**config.mk**
```make
export PLATFORM = sky130hd
export DESIGN_NAME = ttws_top
export DESIGN_NICKNAME = d
export VERILOG_FILES = /design/src/logic/ttws_pkg.sv /design/src/logic/ttws_top.sv
export VERILOG_INCLUDE_DIRS = /design/src /design/src/logic
export SDC_FILE = /design/constraint.sdc
export NUM_CORES = 1
export LEC_CHECK = 0
export BUFFER_PORTS_ARGS = -buffer_cell sky130_fd_sc_hd__buf_4
export CAP_MARGIN = 40
export CORE_ASPECT_RATIO = 0.6
export CORE_MARGIN = 5
export CORE_UTILIZATION = 25
export CTS_CLUSTER_SIZE = 24
export DETAILED_ROUTE_END_ITERATION = 10
export HOLD_SLACK_MARGIN = 0.15
export PLACE_DENSITY_LB_ADDON = 0.25
export SYNTH_ARGS = -nofsm -noshare
export SYNTH_HDL_FRONTEND = slang
export SYNTH_SLANG_ARGS = --single-unit
```
**constraint.sdc**
```tcl
create_clock -name i_ref_clk -period 7.1 [get_ports i_ref_clk]
set_clock_uncertainty 0.2 [all_clocks]
set_input_delay 0.355 -clock i_ref_clk [delete_from_list [all_inputs] [get_ports i_ref_clk]]
set_output_delay 0.355 -clock i_ref_clk [all_outputs]
set_load 0.01 [all_outputs]
```
**src/logic/ttws_params.svh**
```systemverilog
/*
  offsets, field positions, reset values and timing figures of the
  trigger waveform unit; assumes a 100 MHz system clock
*/
`ifndef TTWS_PARAMS_SVH
`define TTWS_PARAMS_SVH

`define TTWS_OFF_CTRL        8'h00
`define TTWS_OFF_CYC_WIDTH   8'h04
`define TTWS_OFF_CNT_PAT     8'h08
`define TTWS_OFF_PULSE_WIDTH 8'h0C
`define TTWS_OFF_STATUS      8'h10

`define TTWS_CASC_EN_BIT     31
`define TTWS_TAIL_BIT        30
`define TTWS_WAVE_HI         22
`define TTWS_WAVE_LO         20
`define TTWS_ITER_HI         15
`define TTWS_CNT_HI          31
`define TTWS_CNT_LO          16

`define TTWS_RST_WORD        32'h0000_0000
`define TTWS_RST_HALF        16'h0000
`define TTWS_RST_WAVE        3'h0

`define TTWS_CLK_NS          10
`define TTWS_PW_STEP_NS      8
`define TTWS_MAX_OUT_KHZ     12500
`define TTWS_MIN_PERIOD_NS   (1000000 / `TTWS_MAX_OUT_KHZ)
`define TTWS_MIN_PHASE_NS    (`TTWS_MIN_PERIOD_NS / 2)

`endif

```
**src/logic/ttws_pkg.sv**
```systemverilog
/*
  types of the trigger waveform unit: waveform codes, states and the
  packed state of the unit; assumes ttws_params.svh alongside
*/
`default_nettype none
package ttws_pkg;

  typedef enum logic [2:0] {
    TTWS_W_FALL   = 3'h0,
    TTWS_W_RISE   = 3'h1,
    TTWS_W_NPULSE = 3'h2,
    TTWS_W_PPULSE = 3'h3,
    TTWS_W_NPER   = 3'h4,
    TTWS_W_PPER   = 3'h5,
    TTWS_W_PAT    = 3'h6,
    TTWS_W_RSVD   = 3'h7
  } ttws_wave_t;

  typedef enum logic [2:0] {
    TTWS_ST_IDLE,
    TTWS_ST_PULSE,
    TTWS_ST_ACT,
    TTWS_ST_INACT,
    TTWS_ST_PAT,
    TTWS_ST_DONE
  } ttws_st_t;

  typedef struct packed {
    ttws_st_t    st;
    logic        out;
    logic [33:0] t;
    logic [15:0] cyc;
    logic [20:0] bits;
    logic [3:0]  bit_i;
    logic        casc_en;
    logic        tail;
    ttws_wave_t  wave;
    logic [15:0] iter;
    logic [31:0] cw;
    logic [15:0] cnt;
    logic [15:0] pat;
    logic [15:0] pw;
    logic [31:0] rdata;
  } ttws_regs_t;

endpackage
`default_nettype wire

```
**src/logic/ttws_top.sv**
```systemverilog
/*
  trigger output waveform generator: edge, pulse, periodic and pattern
  output with cascade repeat count, plus its register port.
  assumes enable, time-reached and chain-tail inputs come from logic
  on the same clock.
*/
// Design decisions made here: the plain strobed port and the placing of the registers.
//
// Contract
// act only when enabled and time reached
// code 000: high to low, stays low
// code 001: low to high, stays high
// code 010: one low pulse, then high
// single high pulse of programmed width supported
// code 100: low periodic pulses, count or endless
// code 101: high periodic pulses, count or endless
// code 110: shift 16-bit pattern per bit period
// no toggling above 12.5 MHz ever; dropping enable sets the idle level at once, with no minimum phase
// 16-bit repeat count for tail unit
// repeat count means value plus one
// no tail in chain: repeat forever
// code 011 is the high pulse
// software avoids code 111; output stays idle
// pulse width in 8 ns steps, 16 bits
// period or bit period in 1 ns, 32 bits
// 16-bit cycle count, zero means unlimited
// tail flag per unit; none means endless
`timescale 1ns/1ps
`include "ttws_params.svh"
`default_nettype none
module ttws_top
(
  input  wire logic        i_ref_clk,
  input  wire logic        i_rst,
  input  wire logic [7:0]  i_addr,
  input  wire logic [31:0] i_wdata,
  input  wire logic        i_wr,
  input  wire logic        i_rd,
  output logic      [31:0] o_rdata,
  input  wire logic        i_trigger_unit_enable,
  input  wire logic        i_time_reached,
  input  wire logic        i_chain_tail_present,
  output logic             o_trig_out,
  output logic             o_busy,
  output logic             o_done
);
  import ttws_pkg::*;

  ttws_regs_t q;
  ttws_regs_t d;

  logic [33:0] pw_ns;
  logic [33:0] cw_ns;
  logic [33:0] inact_ns;
  logic [20:0] bit_lim;
  logic        bit_inf;
  logic        go;

  // end of a phase, never shorter than half the fastest period
  function automatic logic phase_end(input logic [33:0] t,
                                     input logic [33:0] lim);
    logic [33:0] l;
    l = (lim < 34'(`TTWS_MIN_PHASE_NS)) ? 34'(`TTWS_MIN_PHASE_NS) : lim;
    return (t + 34'(`TTWS_CLK_NS)) >= l;
  endfunction

  // output level before the trigger
  function automatic logic idle_lvl(input ttws_wave_t w);
    return (w == TTWS_W_FALL) || (w == TTWS_W_NPULSE) || (w == TTWS_W_NPER);
  endfunction

  // running and finished decodes of the state
  function automatic logic is_busy(input ttws_st_t s);
    return (s != TTWS_ST_IDLE) && (s != TTWS_ST_DONE);
  endfunction

  function automatic logic is_done(input ttws_st_t s);
    return s == TTWS_ST_DONE;
  endfunction

  always_comb
  begin
    pw_ns    = 34'(q.pw) * 34'(`TTWS_PW_STEP_NS);
    cw_ns    = 34'(q.cw);
    inact_ns = (cw_ns > pw_ns) ? cw_ns - pw_ns : 34'h0;
    bit_lim  = 21'(q.cnt);
    bit_inf  = (q.cnt == `TTWS_RST_HALF);
    if (q.casc_en)
    begin
      if (!i_chain_tail_present && !q.tail)
      begin
        bit_inf = 1'b1;
      end
      else if (q.tail)
      begin
        bit_lim = (21'(q.iter) + 21'h1) << 4;
        bit_inf = 1'b0;
      end
    end
    go = i_trigger_unit_enable && i_time_reached;
  end

  always_comb
  begin
    d       = q;
    d.rdata = `TTWS_RST_WORD;
    d.t     = q.t + 34'(`TTWS_CLK_NS);
    if (i_rd)
    begin
      case (i_addr)
        `TTWS_OFF_CTRL:
        begin
          d.rdata = {q.casc_en, q.tail, 7'h00, q.wave, 4'h0, q.iter};
        end
        `TTWS_OFF_CYC_WIDTH:
        begin
          d.rdata = q.cw;
        end
        `TTWS_OFF_CNT_PAT:
        begin
          d.rdata = {q.cnt, q.pat};
        end
        `TTWS_OFF_PULSE_WIDTH:
        begin
          d.rdata = {16'h0000, q.pw};
        end
        `TTWS_OFF_STATUS:
        begin
          d.rdata = {29'h0000_0000, is_done(q.st), is_busy(q.st), q.out};
        end
        default:
        begin
          d.rdata = `TTWS_RST_WORD;
        end
      endcase
    end
    if (i_wr)
    begin
      case (i_addr)
        `TTWS_OFF_CTRL:
        begin
          d.casc_en = i_wdata[`TTWS_CASC_EN_BIT];
          d.tail    = i_wdata[`TTWS_TAIL_BIT];
          d.wave    = ttws_wave_t'(i_wdata[`TTWS_WAVE_HI:`TTWS_WAVE_LO]);
          d.iter    = i_wdata[`TTWS_ITER_HI:0];
        end
        `TTWS_OFF_CYC_WIDTH:
        begin
          d.cw = i_wdata;
        end
        `TTWS_OFF_CNT_PAT:
        begin
          d.cnt = i_wdata[`TTWS_CNT_HI:`TTWS_CNT_LO];
          d.pat = i_wdata[15:0];
        end
        `TTWS_OFF_PULSE_WIDTH:
        begin
          d.pw = i_wdata[15:0];
        end
        default:
        begin
          d.cw = q.cw;
        end
      endcase
    end
    case (q.st)
      TTWS_ST_IDLE:
      begin
        d.out = idle_lvl(q.wave);
        d.t   = 34'h0;
        if (go)
        begin
          case (q.wave)
            TTWS_W_FALL:
            begin
              d.out = 1'b0;
              d.st  = TTWS_ST_DONE;
            end
            TTWS_W_RISE:
            begin
              d.out = 1'b1;
              d.st  = TTWS_ST_DONE;
            end
            TTWS_W_NPULSE:
            begin
              d.out = 1'b0;
              d.st  = TTWS_ST_PULSE;
            end
            TTWS_W_PPULSE:
            begin
              d.out = 1'b1;
              d.st  = TTWS_ST_PULSE;
            end
            TTWS_W_NPER, TTWS_W_PPER:
            begin
              d.out = (q.wave == TTWS_W_PPER);
              d.cyc = 16'h0001;
              d.st  = TTWS_ST_ACT;
            end
            TTWS_W_PAT:
            begin
              d.out   = q.pat[0];
              d.bit_i = 4'h0;
              d.bits  = 21'h1;
              d.st    = TTWS_ST_PAT;
            end
            default:
            begin
              d.st = TTWS_ST_IDLE;
            end
          endcase
        end
      end
      TTWS_ST_PULSE:
      begin
        if (phase_end(q.t, pw_ns))
        begin
          d.out = ~q.out;
          d.st  = TTWS_ST_DONE;
        end
      end
      TTWS_ST_ACT:
      begin
        if (phase_end(q.t, pw_ns))
        begin
          d.out = ~q.out;
          d.t   = 34'h0;
          d.st  = TTWS_ST_INACT;
        end
      end
      TTWS_ST_INACT:
      begin
        if (phase_end(q.t, inact_ns))
        begin
          d.t = 34'h0;
          if (q.cnt != `TTWS_RST_HALF && q.cyc >= q.cnt)
          begin
            d.st = TTWS_ST_DONE;
          end
          else
          begin
            d.out = ~q.out;
            d.cyc = q.cyc + 16'h0001;
            d.st  = TTWS_ST_ACT;
          end
        end
      end
      TTWS_ST_PAT:
      begin
        if (phase_end(q.t, cw_ns))
        begin
          d.t = 34'h0;
          if (!bit_inf && q.bits >= bit_lim)
          begin
            d.out = 1'b0;
            d.st  = TTWS_ST_DONE;
          end
          else
          begin
            d.bit_i = q.bit_i + 4'h1;
            d.out   = q.pat[q.bit_i + 4'h1];
            d.bits  = bit_inf ? q.bits : q.bits + 21'h1;
          end
        end
      end
      TTWS_ST_DONE:
      begin
        d.st = TTWS_ST_DONE;
      end
      default:
      begin
        d.st = TTWS_ST_IDLE;
      end
    endcase
    if (!i_trigger_unit_enable)
    begin
      d.st  = TTWS_ST_IDLE;
      d.out = idle_lvl(d.wave);
    end
  end

  always_ff @(posedge i_ref_clk)
  begin
    if (i_rst)
    begin
      q         <= '0;
      q.st      <= TTWS_ST_IDLE;
      q.out     <= 1'b1;
      q.wave    <= ttws_wave_t'(`TTWS_RST_WAVE);
      q.cw      <= `TTWS_RST_WORD;
      q.cnt     <= `TTWS_RST_HALF;
      q.pat     <= `TTWS_RST_HALF;
      q.pw      <= `TTWS_RST_HALF;
      q.iter    <= `TTWS_RST_HALF;
      q.rdata   <= `TTWS_RST_WORD;
    end
    else
    begin
      q <= d;
    end
  end

  assign o_rdata    = q.rdata;
  assign o_trig_out = q.out;
  assign o_busy     = is_busy(q.st);
  assign o_done     = is_done(q.st);

endmodule
`default_nettype wire

```
Word level (Yosys, flattened, before mapping)
Index checks and enable logic that the tools add are counted.
- bits in registers: 212
- input bits: 47
- logic and storage cells: 148
- add/sub/neg operators: 6
- magnitude comparators: 10
- equality and inequality tests: 35
- muxes and demuxes: 42
- bitwise operators: 3
- reduce and logical (&&, ||, !) cells: 37
- operators by type and width (kind ; count):
    $pmux 32 s5 ; 1
    $pmux 34 s4 ; 1
    $mux 99 ; 1
    $mux 32 ; 3
    $mux 21 ; 4
    $mux 38 ; 2
    $mux 25 ; 3
    $mux 34 ; 2
    $mux 54 ; 1
    $pmux 25 s2 ; 1
    $mux 16 ; 3
    $mux 41 ; 1
    $mux 19 ; 2
    $add 34x4->34 const B ; 1
    $ge 34x19->1 ; 1
    $ge 34x32->1 ; 1
    $ge 34x34->1 ; 1
    $lt 34x6->1 const B ; 1
    $sub 32x19->33 ; 1
    $gt 32x19->1 ; 1
    $lt 32x6->1 const B ; 1
    $pmux 16 s2 ; 1
    $add 21x1->21 const B ; 1
    $ge 21x21->1 ; 1
    other kinds (38) ; 97

Depth between registers and ports, before layout
- depth after elaboration: 10
- gate-level depth with buffers: 26
- mapped depth without buffers: 25

Worst setup path before layout
OpenSTA, ideal clock, no wires.
- path kind: register -> register
- from: reg q[32] (netlist name)
- to: reg q[201] (netlist name)
- library setup time: 0.071 ns
- data arrival time: 5.982 ns
- required time: 6.829 ns
- path slack: 0.846 ns
- cell stages (with the launch flop): 26
- buffers on the path: 1
- clock period less this slack: 6.254 ns
- cells stage by stage: dfxtp_1 > ha_1 > inv_1 > fa_1 > a211oi_1 > o21ai_0 > a21oi_1 > xnor2_1 > or4_1 > or4_4 > nor4_4 > a21oi_1 > and2_1 > ha_1 > a21o_1 > a21o_1 > a221oi_1 > o21ai_0 > a211oi_1 > o21ai_0 > a31o_2 > a21oi_2 > nor2_1 > or3_1 > buf_2 > a21oi_1
- cells in the longest elaborated chain, start to end: 7
- elaborated cells between the ends (all ways): 12
- classes of those cells: 1 x add/sub; 5 x order compare; 6 x mux
- RTL lines (what ; RTL line ; source):
    from (decl) ; ttws_top.sv:49 ; ttws_regs_t q;
    $sub 32x19->33 or $gt 32x19->1 (tied branches) ; ttws_top.sv:85 ; inact_ns = (cw_ns > pw_ns) ? cw_ns - pw_ns : 34'h0;
    $mux 34 ; ttws_top.sv:85 ;
    $lt 34x6->1 ; ttws_top.sv:63 ; l = (lim < 34'(`TTWS_MIN_PHASE_NS)) ? 34'(`TTWS_MIN_PHASE_NS) : lim;
    $mux 34 ; ttws_top.sv:63 ;
    $ge 34x34->1 ; ttws_top.sv:64 ; return (t + 34'(`TTWS_CLK_NS)) >= l;
    $mux 54 ; ttws_top.sv:233 ; if (phase_end(q.t, inact_ns))
    $pmux 34 s4 * ; ttws_top.sv:166 ; case (q.st)
Every way passes the cells marked *; elsewhere a longest branch is shown, timed or not. The select of a mux whose other input is x is not followed.
A chain may end at the register's enable or synchronous reset.

Worst setup path in the final report
- from: reg q, in the netlist cw_ns[3]
- to: reg q[201] (netlist name)
The elaborated chain is that of the path after synthesis.

==> impl_metrics.csv <==
group,metric,value,unit
status,status,"finished clean",
synth,synthFlopType,"dfxtp_1",
die,rows,68,
worst_setup_path,cpMaxStageDelayCell,"or4_4",
finish,multi_input_area,9330,um^2
clock_network,clock-sinks,211,
power,irDropWorstVdd,0.145,mV
die,die_w,321,um
worst_setup_path,worst_path_most_repeated_cell,"a21oi_1",
flow_run,drv_cap,0,
finish,layout.nets,2146,
clock_network,cts-root-buf,"clkbuf_16",
synth,synth_cell_types,78,
synth,synth_seq_area_share,29.2,%
min_path,hold_depth,1,
timing,whs,0.271,ns
synth,yosys.area.top_type_share,29.2,%
drt,finalWirelength,57200,um
worst_setup_path,cp.required,7.37,ns
worst_setup_path,cp-end-kind,"flop",
placed_design,io_buffers,81,
timing,slew_headroom,38.7,%
global_route,grt_pass1_vias,13500,
timing,timing.fmax,150,MHz
min_path,min-delay-start,"q[175]$_SDFF_PP0_",
drt,ant_nets,0,
synth,syn_area,14500,um^2
timing,hold_viol_final,0,
clock_network,cts-htree-levels,1,
worst_setup_path,critPathMaxFanout,32,
die,start_util,25.2,%
timing,timing.final.crit_share,94.0,%
finish,regArea,4220,um^2
global_route,grt_pass1_wl,86200,um
worst_setup_path,cp.arrival,6.94,ns
drt,drc_errors,0,
die,coreArea,57400,um^2
drt,dr.pass1.iters,8,
die,io_pins,82,
placed_design,finalWeightedCongestion,0.953,
worst_setup_path,rrSetupSlack,0.42,ns
synth,yosys-top-cells-area,"dfxtp_1 29%, ha_1 12%, nand2_1 8.8%",
worst_setup_path,r2r_cells,26,
clock_network,clockBufferDepth,3,
min_path,holdPathEnd,"q[175]$_SDFF_PP0_",
synth,synth_area_per_cell,7.68,um^2
drt,via_count,14400,
global_route,grt_start_max_net_pins,80,
global_route,grt-ovfl-total,0,
clock_network,clk_latency,0.54,ns
synth,syn_nets,2073,
worst_setup_path,path_delay_family,"compound AO/OA/AOI/OAI gates",
power,pwr_density_cell,153,nW/um^2
min_path,hp-class,"reg -> reg",
clock_network,cts_tree,"yes",
worst_setup_path,worst-path-stages,26,
timing,post-route-min-period,6.68,ns
global_route,track_usage,17.6,%
drt,via_per_inst,5.24,
worst_setup_path,cpPeakStageDelay,0.58,ns
timing,setup_viol,0,
die,die_h,196,um
finish,area_growth,17.5,%
timing,tightest_slew,0.920,ns
clock_network,cts_buffers,23,
clock_network,clk_pin_slew,0.07,ns
die,die_area,63000,um^2
global_route,antenna_found_initial,1,
worst_setup_path,worstReg2RegStart,"cw_ns[3]$_SDFFE_PP0P_",
worst_setup_path,crit_buf_inv,3,
timing,rsz0062_at_grt,"no",
synth,syn_inst,1887,
power,p_leak,6.57,nW
worst_setup_path,crit_type,"reg -> reg",
timing,tns,0,ns
synth,yosysTopAreaCell,"dfxtp_1",
synth,async_reset_ff_share,0,%
timing,drv_slew,0,
finish,diodes,0,
finish,drive_gt1_share,10.0,%
placed_design,hpwl,45300,um
synth,ys_ff_latch,211,
drt,drt_iter0_markers,1607,
worst_setup_path,reg2reg_to,"q[201]$_SDFF_PP0_",
worst_setup_path,startpoint_type,"flop",
drt,wl_per_cell,20.8,um
synth,synth_edf_count,0,
finish,fillCellCount,6199,
synth,yosysWarningCount,0,
## power by group
part	switching, mW	internal (mW)
registers	0.00407	1.19
logic	0.0862	0.0630
clock network	0.532	0.734
total	0.622	1.98
## cells by family after synthesis
group / Yosys count / share of synthesized area (%)
buffers and inverters: 216 / 6.59
AND/OR/NAND/NOR: 773 / 25.7
multiplexers: 20 / 1.74
XOR/XNOR: 81 / 4.90
AO/OA/AOI/OAI: 447 / 19.9
flip-flops: 211 / 29.2
adder cells (fa/ha/maj): 139 / 12.1
## sequential cells by signal, indices dropped and copies added, names as in the netlist
signal,cells
cw_ns,32
q,146
o_trig_out,1
o_rdata,32
## Yosys cell counts, types with 41 or more instances
cell,n
a21o_1,46
a21oi_1,203
clkbuf_1,77
dfxtp_1,211
ha_1,138
inv_1,97
nand2_1,339
nand3_1,52
nand4_1,44
nor2_1,119
nor2b_1,41
o21ai_0,49
xnor2_1,48
## placed cells by master (no fill, tap or decap), drive strengths merged, types with 14 or more instances in the layout
| cell | instances |
|---|---|
| a21oi | 205 |
| clkbuf | 30 |
| nand2b | 15 |
| ha | 138 |
| nand2 | 339 |
| xnor2 | 48 |
| or3 | 22 |
| nor2 | 119 |
| a222oi | 20 |
| and3 | 25 |
| inv | 97 |
| a211oi | 19 |
| nand3 | 53 |
| nand4 | 44 |
| nor3 | 23 |
| mux2i | 14 |
| a21o | 46 |
| xor2 | 33 |
| and2 | 17 |
| dfxtp | 211 |
| nor4 | 21 |
| o21ai | 51 |
| buf | 127 |
| nor2b | 41 |
| dlygate4sd3 | 39 |
## worst max-delay path by stage
stage                               start                end  slack, ns
finish              cw_ns[3]$_SDFFE_PP0P_  q[201]$_SDFF_PP0_       0.42
global route        cw_ns[3]$_SDFFE_PP0P_  q[206]$_SDFF_PP0_       0.06
CTS                 cw_ns[3]$_SDFFE_PP0P_  q[201]$_SDFF_PP0_       0.29
detailed placement  cw_ns[3]$_SDFFE_PP0P_  q[201]$_SDFF_PP0_       0.31
global placement    cw_ns[3]$_SDFFE_PP0P_  q[201]$_SDFF_PP0_       0.41
floorplan              q[32]$_SDFFE_PP0P_  q[201]$_SDFF_PP0_       0.85
## per-layer routing
metal | wire, um | track usage [%] | vias to the layer above
met5 | 0 | 0 | -
met4 | 764 | 2.20 | 0
met3 | 6460 | 5.96 | 53
met2 | 20600 | 22.5 | 567
met1 | 29400 | 28.3 | 6938
li1 | - | - | 6816
## layout make-up
type	count	share of cell area, %
Clock buffer	30	3.71
Clock inverter	9	0.772
Inverter	97	2.14
Multi-Input combinational cell	1460	54.8
Sequential cell	211	24.8
Tap cell	770	5.66
Timing Repair Buffer	167	8.11
## stage by stage
stage	power, mW	instance area (um^2)	worst slack, ns	util (%)	std cells
final	2.60	17000	0.425	29.6	2744
after global routing	2.70	17000	0.0631	29.6	2744
after CTS	2.64	17000	0.292	29.6	2743
after detailed placement	1.35	15900	0.314	27.6	2665
after global placement	1.34	15800	0.405	27.5	2660
after floorplan	1.28	14500	0.846	-	1887
## timing repair
action	4_1_cts	5_1_grt
endpoints found under the setup margin	0	52
buffers inserted	0	0
resized for setup	0	3
hold buffers	39	0
endpoints found under the hold margin	108	0
Power figures use the tool's default switching activity.
